`src/ivmap_pkg.sv`:
```
// Package with the request map, vector table layout and carrier structs.
package ivmap_pkg;

  localparam int NUM_REQ = 118;
  localparam int REQ_W = 7;
  localparam int ADDR_W = 24;
  localparam logic [REQ_W-1:0] VECTOR_BASE = 7'h08;
  localparam logic [ADDR_W-1:0] RESET_ADDR = 24'h000000;
  localparam logic [ADDR_W-1:0] PRIMARY_BASE = 24'h000014;
  localparam logic [ADDR_W-1:0] ALT_OFFSET = 24'h000100;
  localparam logic [NUM_REQ-1:0] RESET_PENDING = '0;

  // Request numbers of the named sources.
  localparam int RQ_EXT0 = 0;
  localparam int RQ_CAP1 = 1;
  localparam int RQ_CMPU1 = 2;
  localparam int RQ_TMR1 = 3;
  localparam int RQ_DMA0 = 4;
  localparam int RQ_CAP2 = 5;
  localparam int RQ_CMPU2 = 6;
  localparam int RQ_TMR2 = 7;
  localparam int RQ_TMR3 = 8;
  localparam int RQ_SPI1_FAULT = 9;
  localparam int RQ_SPI1_DONE = 10;
  localparam int RQ_SER1_RX = 11;
  localparam int RQ_SER1_TX = 12;
  localparam int RQ_ADC_GROUP = 13;
  localparam int RQ_DMA1 = 14;
  localparam int RQ_TW1_SLAVE = 16;
  localparam int RQ_TW1_MASTER = 17;
  localparam int RQ_ACMP1 = 18;
  localparam int RQ_PIN_CHANGE = 19;
  localparam int RQ_EXT1 = 20;
  localparam int RQ_DMA2 = 24;
  localparam int RQ_CMPU3 = 25;
  localparam int RQ_CMPU4 = 26;
  localparam int RQ_TMR4 = 27;
  localparam int RQ_TMR5 = 28;
  localparam int RQ_EXT2 = 29;
  localparam int RQ_SER2_RX = 30;
  localparam int RQ_SER2_TX = 31;
  localparam int RQ_SPI2_ERR = 32;
  localparam int RQ_SPI2_DONE = 33;
  localparam int RQ_CAN_RX = 34;
  localparam int RQ_CAN_EVENT = 35;
  localparam int RQ_DMA3 = 36;
  localparam int RQ_CAP3 = 37;
  localparam int RQ_CAP4 = 38;
  localparam int RQ_TW2_SLAVE = 49;
  localparam int RQ_TW2_MASTER = 50;
  localparam int RQ_EXT3 = 53;
  localparam int RQ_EXT4 = 54;
  localparam int RQ_PWM_SPECIAL = 57;
  localparam int RQ_ENC1 = 58;
  localparam int RQ_SER1_ERR = 65;
  localparam int RQ_SER2_ERR = 66;
  localparam int RQ_CAN_TX = 70;
  localparam int RQ_PWM_SEC_SPECIAL = 73;
  localparam int RQ_ENC2 = 75;
  localparam int RQ_ADC_PAIR8 = 81;
  localparam int RQ_PWM_GEN0 = 94;
  localparam int RQ_ACMP2 = 103;
  localparam int RQ_ADC_PAIR0 = 110;

  localparam int N_PWM = 9;
  localparam int N_ADC_LO = 8;
  localparam int N_ADC_HI = 5;
  localparam int N_ACMP_HI = 3;

  // Source bundles grouped by peripheral family.
  typedef struct packed {
    logic [4:0] ext_pin;
    logic [3:0] dma_done;
    logic [4:0] timer;
    logic [3:0] capture;
    logic [3:0] compare;
    logic [3:0] comparator;
    logic [N_PWM-1:0] pwm_gen;
    logic [12:0] adc_pair;
    logic adc_group;
  } src_a_s;

  typedef struct packed {
    logic [1:0] serial_rx;
    logic [1:0] serial_tx;
    logic [1:0] serial_err;
    logic [1:0] spi_fault;
    logic [1:0] spi_done;
    logic [1:0] twowire_slave;
    logic [1:0] twowire_master;
    logic can_rx_ready;
    logic can_event;
    logic can_tx_request;
    logic pwm_special;
    logic pwm_sec_special;
    logic pin_change;
    logic [1:0] encoder_compare;
  } src_b_s;

  // Answer presented to the core.
  typedef struct packed {
    logic valid;
    logic [REQ_W-1:0] request_number;
    logic [REQ_W-1:0] vector_number;
    logic [ADDR_W-1:0] table_addr;
  } vec_out_s;

endpackage : ivmap_pkg

```
`src/req_picker.sv`:
```
// Fixed natural-order priority picker: lowest pending request wins.
module req_picker
  import ivmap_pkg::*;
#(
  parameter int N = NUM_REQ,
  parameter int W = REQ_W
) (
  input wire logic [N-1:0] pending,
  output logic any,
  output logic [W-1:0] winner
);

  // Scan from the top down so the lowest number is left standing.
  always_comb begin
    any = 1'b0;
    winner = '0;
    for (int i = N - 1; i >= 0; i--) begin
      if (pending[i]) begin
        any = 1'b1;
        winner = W'(i);
      end
    end
  end

endmodule : req_picker

```
`src/interrupt_vector_map.sv`:
```
// Maps source requests to vector numbers and handler table addresses.
//
// Summary of operation
// Reset clears state; reset start address presented is zero.
// Reset is never arbitrated or given a vector slot.
// Firmware fills unused slots with a default handler that resets.
// Vector number equals request number plus eight.
// Primary entry address is 0x000014 plus twice the request number.
// Alternate entry sits 0x100 above the primary entry.
// Lowest request number wins; priority falls as number rises.
// External pins zero to four use requests 0, 20, 29, 53, 54.
// Transfer channel completions use requests 4, 14, 24, 36.
// Converter pairs 8-12 use 81-85, pairs 0-7 from 110, group 13.
// Nine pulse-width generators use requests 94 through 102 in order.
// Comparator one uses 18, comparators two to four use 103-105.
// Serial ports use 11, 12, 65 and 30, 31, 66.
// Two-wire units use 16, 17 and 49, 50.
// Bus controller uses 34 receive, 35 event, 70 transmit request.
// Timers 3,7,8,27,28; captures 1,5,37,38; compares 2,6,25,26.
// Special event 57, secondary special event 73, pin change 19.
// Encoder compares use requests 58 and 75.
// With alternate select set, every fetch uses the alternate table.
// Each table entry holds a 24-bit handler start address.
// Reserved requests never assert; only the winner is presented.
module interrupt_vector_map
  import ivmap_pkg::*;
(
  input wire logic clk,
  input wire logic rstn,
  input wire src_a_s src_a,
  input wire src_b_s src_b,
  input wire logic [NUM_REQ-1:0] enable_mask,
  input wire logic alt_table_select,
  input wire logic ack,
  output vec_out_s vec_out,
  output logic [ADDR_W-1:0] reset_fetch_addr
);

  ////////////////////////////////////////////////////////////////////////////
  // Address arithmetic shared by the output stage.

  // Table word address of a request in the chosen table.
  function automatic logic [ADDR_W-1:0] entry_addr(
    input logic [REQ_W-1:0] rq,
    input logic alt
  );
    logic [ADDR_W-1:0] a;
    a = PRIMARY_BASE + {16'h0000, rq, 1'b0};
    if (alt) begin
      a = a + ALT_OFFSET;
    end
    return a;
  endfunction : entry_addr

  ////////////////////////////////////////////////////////////////////////////
  // Source to request number map.

  logic [NUM_REQ-1:0] req_vec;

  // Each source lands on its fixed request line; the rest stay low.
  always_comb begin
    req_vec = '0;
    req_vec[RQ_EXT0] = src_a.ext_pin[0];
    req_vec[RQ_EXT1] = src_a.ext_pin[1];
    req_vec[RQ_EXT2] = src_a.ext_pin[2];
    req_vec[RQ_EXT3] = src_a.ext_pin[3];
    req_vec[RQ_EXT4] = src_a.ext_pin[4];
    req_vec[RQ_DMA0] = src_a.dma_done[0];
    req_vec[RQ_DMA1] = src_a.dma_done[1];
    req_vec[RQ_DMA2] = src_a.dma_done[2];
    req_vec[RQ_DMA3] = src_a.dma_done[3];
    req_vec[RQ_ADC_GROUP] = src_a.adc_group;
    for (int i = 0; i < N_ADC_LO; i++) begin
      req_vec[RQ_ADC_PAIR0 + i] = src_a.adc_pair[i];
    end
    for (int i = 0; i < N_ADC_HI; i++) begin
      req_vec[RQ_ADC_PAIR8 + i] = src_a.adc_pair[N_ADC_LO + i];
    end
    for (int i = 0; i < N_PWM; i++) begin
      req_vec[RQ_PWM_GEN0 + i] = src_a.pwm_gen[i];
    end
    req_vec[RQ_ACMP1] = src_a.comparator[0];
    for (int i = 0; i < N_ACMP_HI; i++) begin
      req_vec[RQ_ACMP2 + i] = src_a.comparator[1 + i];
    end
    req_vec[RQ_SER1_RX] = src_b.serial_rx[0];
    req_vec[RQ_SER1_TX] = src_b.serial_tx[0];
    req_vec[RQ_SER1_ERR] = src_b.serial_err[0];
    req_vec[RQ_SER2_RX] = src_b.serial_rx[1];
    req_vec[RQ_SER2_TX] = src_b.serial_tx[1];
    req_vec[RQ_SER2_ERR] = src_b.serial_err[1];
    req_vec[RQ_SPI1_FAULT] = src_b.spi_fault[0];
    req_vec[RQ_SPI1_DONE] = src_b.spi_done[0];
    req_vec[RQ_SPI2_ERR] = src_b.spi_fault[1];
    req_vec[RQ_SPI2_DONE] = src_b.spi_done[1];
    req_vec[RQ_TW1_SLAVE] = src_b.twowire_slave[0];
    req_vec[RQ_TW1_MASTER] = src_b.twowire_master[0];
    req_vec[RQ_TW2_SLAVE] = src_b.twowire_slave[1];
    req_vec[RQ_TW2_MASTER] = src_b.twowire_master[1];
    req_vec[RQ_CAN_RX] = src_b.can_rx_ready;
    req_vec[RQ_CAN_EVENT] = src_b.can_event;
    req_vec[RQ_CAN_TX] = src_b.can_tx_request;
    req_vec[RQ_TMR1] = src_a.timer[0];
    req_vec[RQ_TMR2] = src_a.timer[1];
    req_vec[RQ_TMR3] = src_a.timer[2];
    req_vec[RQ_TMR4] = src_a.timer[3];
    req_vec[RQ_TMR5] = src_a.timer[4];
    req_vec[RQ_CAP1] = src_a.capture[0];
    req_vec[RQ_CAP2] = src_a.capture[1];
    req_vec[RQ_CAP3] = src_a.capture[2];
    req_vec[RQ_CAP4] = src_a.capture[3];
    req_vec[RQ_CMPU1] = src_a.compare[0];
    req_vec[RQ_CMPU2] = src_a.compare[1];
    req_vec[RQ_CMPU3] = src_a.compare[2];
    req_vec[RQ_CMPU4] = src_a.compare[3];
    req_vec[RQ_PWM_SPECIAL] = src_b.pwm_special;
    req_vec[RQ_PWM_SEC_SPECIAL] = src_b.pwm_sec_special;
    req_vec[RQ_PIN_CHANGE] = src_b.pin_change;
    req_vec[RQ_ENC1] = src_b.encoder_compare[0];
    req_vec[RQ_ENC2] = src_b.encoder_compare[1];
  end

  ////////////////////////////////////////////////////////////////////////////
  // Pending latch: a request stays pending until the core acknowledges it.

  logic [NUM_REQ-1:0] pending_q;
  logic [NUM_REQ-1:0] pending_d;
  logic [NUM_REQ-1:0] clear_mask;
  logic win_any;
  logic [REQ_W-1:0] win_num;

  // The ack clears the presented winner; a new pulse in that cycle wins.
  always_comb begin
    clear_mask = '0;
    if (ack && vec_out.valid) begin
      clear_mask[vec_out.request_number] = 1'b1;
    end
    pending_d = (pending_q & ~clear_mask) | req_vec;
  end

  // Reset empties the pending set; reset itself never occupies a slot.
  always_ff @(posedge clk or negedge rstn) begin
    if (!rstn) begin
      pending_q <= RESET_PENDING;
    end else begin
      pending_q <= pending_d;
    end
  end

  req_picker #(
    .N(NUM_REQ),
    .W(REQ_W)
  ) u_picker (
    .pending(pending_q & enable_mask),
    .any(win_any),
    .winner(win_num)
  );

  ////////////////////////////////////////////////////////////////////////////
  // Registered answer to the core.

  vec_out_s vec_d;

  // Only the winning implemented request is presented.
  always_comb begin
    vec_d = '0;
    if (win_any) begin
      vec_d.valid = 1'b1;
      vec_d.request_number = win_num;
      vec_d.vector_number = win_num + VECTOR_BASE;
      vec_d.table_addr = entry_addr(win_num, alt_table_select);
    end
  end

  // The answer register and the reset fetch address.
  always_ff @(posedge clk or negedge rstn) begin
    if (!rstn) begin
      vec_out <= '0;
      reset_fetch_addr <= RESET_ADDR;
    end else begin
      vec_out <= vec_d;
      reset_fetch_addr <= RESET_ADDR;
    end
  end

endmodule : interrupt_vector_map

```
`config.mk`:
```
export PLATFORM = sky130hd
export DESIGN_NAME = interrupt_vector_map
export DESIGN_NICKNAME = d
export VERILOG_FILES = /design/src/ivmap_pkg.sv /design/src/req_picker.sv /design/src/interrupt_vector_map.sv
export SDC_FILE = /design/constraint.sdc
export NUM_CORES = 1
export LEC_CHECK = 0
export ABC_AREA = 0
export BUFFER_PORTS_ARGS = -buffer_cell sky130_fd_sc_hd__buf_4
export CAP_MARGIN = 20
export CORE_MARGIN = 1
export CORE_UTILIZATION = 55
export CTS_CLUSTER_DIAMETER = 40
export DETAILED_ROUTE_END_ITERATION = 10
export GPL_ROUTABILITY_DRIVEN = 0
export PLACE_DENSITY = 0.92
export SYNTH_ARGS = -nofsm -noshare
export SYNTH_HDL_FRONTEND = slang
export SYNTH_SLANG_ARGS = --single-unit
```
`constraint.sdc`:
```
create_clock -name clk -period 4.35 [get_ports clk]
set_clock_uncertainty 0.05 [all_clocks]
set_input_delay 0.435 -clock clk [delete_from_list [all_inputs] [get_ports clk]]
set_output_delay 0.435 -clock clk [all_outputs]
set_load 0.1 [all_outputs]
```
# ---- Yosys cells after proc, flatten, opt, wreduce, memory -nomap -nowiden
# Index checks and enable logic that the tools add are counted.
dict set report classes {
  bitwise 4
  n_lt_le_gt_ge 2
  n_reduce_logical 2
  n_addsub 3
  mux 241
}
# op count
set op_table {}
lappend op_table {{$mux 7} 118}
lappend op_table {{$and 118x118->118} 2}
lappend op_table {{$mux 1} 119}
lappend op_table {{$mux 118} 1}
lappend op_table {{$not 118->118} 1}
lappend op_table {{$or 118x118->118} 1}
lappend op_table {{$mux 39} 1}
lappend op_table {{$mux 24} 1}
lappend op_table {{$add 9x9->10 const B} 1}
lappend op_table {{$add 5x8->9 const A} 1}
lappend op_table {{$lt 7x8->1 const B} 1}
lappend op_table {{$add 7x4->7 const B} 1}
lappend op_table {{$demux 1 s7} 1}
lappend op_table {{$ge 7x1->1 const B} 1}
lappend op_table {{$logic_and 1x1->1} 2}
dict set report totals {
  regBits 157
  word_cells 257
}

# ---- Depth between registers and ports, before layout
dict set report logic_depth {
  ltp_word 123
  mapped_depth 12
  ltp_nobuf 12
}

# ---- By module
# Synthesis repeated with hierarchy kept, for this count alone.
dict set report unflattened {
  hier_cells 935
  area_unflattened_um2 8008.9
}
# module cells_per_inst instances area_per_inst_um2
set modules_own_cells {}
lappend modules_own_cells {interrupt_vector_map 663 1 6418.7}
lappend modules_own_cells {req_picker 272 1 1590.3}

# ---- Worst setup path after synthesis
# No wires, ideal clock.
dict set report synth_timing {
  kind {input port to flip-flop}
  from {input enable_mask[43]}
  to {register vec_out[8] (netlist name)}
  arrival_time_ns 2.436
  setup_ns 0.122
  slack_ns 1.742
  cell_stages 12
  path_cell_list {a22oi_1 o21ai_0 a21o_1 a221oi_2 nand4_1 o21ai_1 a21boi_1 ha_1 a21oi_1 nor3_1 ha_1 nor2b_1}
}
# item line_no
set synth_lines {}
lappend synth_lines {{start: declaration} interrupt_vector_map.sv:32} ;# input wire logic [NUM_REQ-1:0] enable_mask,
lappend synth_lines {{end signal: assignment} interrupt_vector_map.sv:181} ;# vec_out <= vec_d;
lappend synth_lines {{end: declaration} interrupt_vector_map.sv:35} ;# output vec_out_s vec_out,

==> flow_metrics.py <==
metrics = {
    "power": {
        "leakagePower_nw": 4.24,
        "power_mw": 3.20,
        "switching_power_mw": 0.936,
        "p_int_mw": 2.27,
        "cellPowerDensity_nw_per_um2": 323,
        "irDropWorstVdd_v": 0.000231,
        "p_seq_share_pct": 40.9,
        "clockPowerShare_pct": 40.5,
        "swShare_pct": 29.2,
        "pwr-share-comb_pct": 18.7,
    },
    "detailed_routing": {
        "routedWlPerCell_um": 20.4,
        "wl_mm": 24.5,
        "first_iter_violations": 694,
        "drc": 0,
        "ant_nets": 0,
        "vias_per_cell": 6.24,
        "drt_pass1_iterations": 7,
        "vias": 7501,
    },
    "yosys": {
        "yosysWarnings": 0,
        "synth_compound_area_share_pct": 29.9,
        "synth_edf_count": 0,
        "synth_top_family_by_area": "compound AO/OA/AOI/OAI gates",
        "syn-cell-area_sq_um": 7680,
        "async_reset_ff_share_pct": 100,
        "avgSynthCellArea_sq_um": 9.72,
        "post_synth_num_cell_types": 66,
        "synthSimpleGateAreaFrac_pct": 19.1,
        "synthMuxAreaShare_pct": 0.147,
        "syn_inst": 790,
        "seq_area_frac_synth_pct": 45.0,
        "post_synth_fa_ha_maj_area_fraction_pct": 0.652,
        "ys.flop_type": "dfrtp_1",
        "synth_xor_area_share_pct": 0.342,
        "ys_seq_elements": 138,
    },
    "setup_path": {
        "required_ns": 4.61,
        "slowest_stage": "dfrtp_1",
        "path_common_cell": "ha_1",
        "critical-path-top-delay-family": "compound AO/OA/AOI/OAI gates",
        "cp.arrival_ns": 3.37,
        "r2r_start": "pending_q[43]",
        "critPathMaxFanout": 3,
        "slowest_delay_ns": 0.40,
        "start_kind": "flip-flop",
        "setup.worst_path.end_class": "flip-flop",
        "critPathBufInv": 0,
        "crit_type": "flip-flop to flip-flop",
        "r2r_end": "vec_out[8]",
        "critical_path.cell_chain": "a22oi_1 -> o21ai_0 -> a21o_1 -> a221oi_2 -> nand4_1 -> o21ai_1 -> a21boi_1 -> ha_1 -> a21oi_1 -> nor3_1 -> ha_1 -> nor2b_1",
        "r2r_setup_slack_ns": 1.24,
        "reg2reg_depth": 12,
    },
    "finish": {
        "final-seq-area_sq_um": 3450,
        "drive_above_1_share_pct": 30.0,
        "nFillCells": 960,
        "diodes": 0,
        "nets": 1215,
        "area_delta_synth_final_pct": 28.9,
        "multiInputGateArea_sq_um": 4010,
        "final_common_cell": "buf_4",
        "final_cell_mix": "buf_4 (220), nand2_1 (165), dfrtp_1 (138)",
    },
    "timing": {
        "finalCriticalPeriod_ns": 3.11,
        "tns_ns": 0,
        "setup_viol_count_final": 0,
        "hold_ws_ns": 0.0908,
        "worst_pin_slew_ns": 1.07,
        "fmax_ghz": 0.322,
        "slew_headroom_pct": 28.4,
        "drv_slew": 0,
        "final.period_utilization_pct": 71.4,
        "hold_viol_final": 0,
        "grt_setup_unrepaired": "false",
    },
    "clocking": {
        "postCtsSetupRepairBufs": 0,
        "path_clk_slew_ns": 0.05,
        "htreeDepth": 4,
        "clock_latency_ns": 0.43,
        "tritoncts": "done",
        "cts_root_buffer": "clkbuf_16",
        "cts_buffer_depth": 2,
        "cts_hold_buffers": 0,
        "cts_buffers": 17,
        "cts_resized": 0,
        "cts_sinks": 138,
    },
    "placement": {
        "port-buffer-count": 216,
        "hpwlAfterDp_mm": 18.3,
    },
    "die": {
        "die_h_um": 120,
        "die_w_um": 120,
        "ios": 256,
        "design.die.area_sq_um": 14400,
        "coreArea_sq_um": 13400,
        "initial_core_util_pct": 57.3,
        "rows": 42,
    },
    "global_routing": {
        "grt_pass1_wl_mm": 37.9,
        "grt_pass1_vias": 7300,
        "grt.overflow.total": 0,
        "grt_start_max_net_pins": 109,
        "grt_util_all_layers_pct": 34.9,
        "antenna_found_initial": 0,
    },
    "run": {
        "drv_cap": 0,
    },
    "run_status": {
        "status": "completed",
    },
    "hold_path": {
        "hp-class": "primary input to async pin",
    },
}
==> stage by stage <==
stage               instance area, sq um  utilization [%]  std cells  worst slack [ns]
finish                              9900             73.9       1203              1.24
global route                        9900             73.9       1203              1.04
CTS                                 9900             73.9       1203              1.29
detailed placement                  9380             70.0       1175              1.17
global placement                    9370             69.9       1174              1.29
floorplan                           7820                -        828              1.74
==> area by class of cell <==
cell class                      count  area share (%)
Tap cell                          176            2.22
Inverter                            6           0.228
Clock buffer                       25            5.11
Multi-Input combinational cell    633            40.6
Clock inverter                      3           0.152
Sequential cell                   138            34.9
Timing Repair Buffer              222            16.8
==> layer usage <==
layer	GRT usage (%)	wire length, um
met4	15.9	795
met2	58.6	12100
met1	42.5	9230
met3	8.03	2370
met5	0	0
==> cell usage after synthesis (4+ instances only) <==
master	count	area share [%]
a211oi_1	6	0.59
a21boi_0	48	4.7
a21o_1	73	7.1
a21oi_1	21	1.4
a221oi_1	4	0.46
a22o_1	10	1.1
a22oi_1	30	2.9
a22oi_2	23	3.7
a31oi_1	6	0.49
a32o_1	11	1.4
a32oi_1	9	1.0
buf_4	43	4.2
clkbuf_1	8	0.39
dfrtp_1	138	45
ha_1	4	0.65
inv_1	5	0.24
nand2_1	165	8.1
nand2b_1	12	0.98
nand3_1	27	1.8
nand4_1	12	0.98
nor2_1	29	1.4
nor2b_1	5	0.41
nor3_1	16	1.0
nor3_2	4	0.52
o211ai_1	4	0.39
o21ai_0	12	0.78
o21ai_1	7	0.46
==> worst max path at each step <==
stage | start | depth (start not counted) | end
floorplan | enable_mask[43] | 12 | vec_out[8]
global placement | enable_mask[43] | 13 | vec_out[8]
detailed placement | enable_mask[49] | 12 | vec_out[8]
CTS | pending_q[43] | 12 | vec_out[8]
global route | pending_q[85] | 11 | vec_out[8]
finish | pending_q[43] | 12 | vec_out[8]
==> power by group through the flow <==
stage	registers [mW]	clock network, mW	logic (mW)
6_report	1.31	1.30	0.597
5_1_grt	1.31	1.36	0.627
3_5_place_dp	1.33	0	0.591
2_1_floorplan	1.37	0	0.324
3_3_place_gp	1.33	0	0.587
4_1_cts	1.31	1.30	0.594
==> sequential cells by signal, indices dropped and copies added, names as in the netlist <==
signal     count
vec_out       20
pending_q    118
==> cells by family after synthesis <==
kind of cell    Yosys count
flops                   138
compound gates          288
xor+xnor                  3
buf+inv                  57
simple gates            298
other cells               1
fa+ha+maj                 4
mux                       1
==> worst register-to-register path, delay by kind of cell (launching register included) <==
family / cells / cell delay (ns)
compound gates: 7 / 1.72
fa+ha+maj: 2 / 0.49
flops: 1 / 0.40
simple gates: 3 / 0.34
No activity file was read; power rests on OpenSTA's default activity.
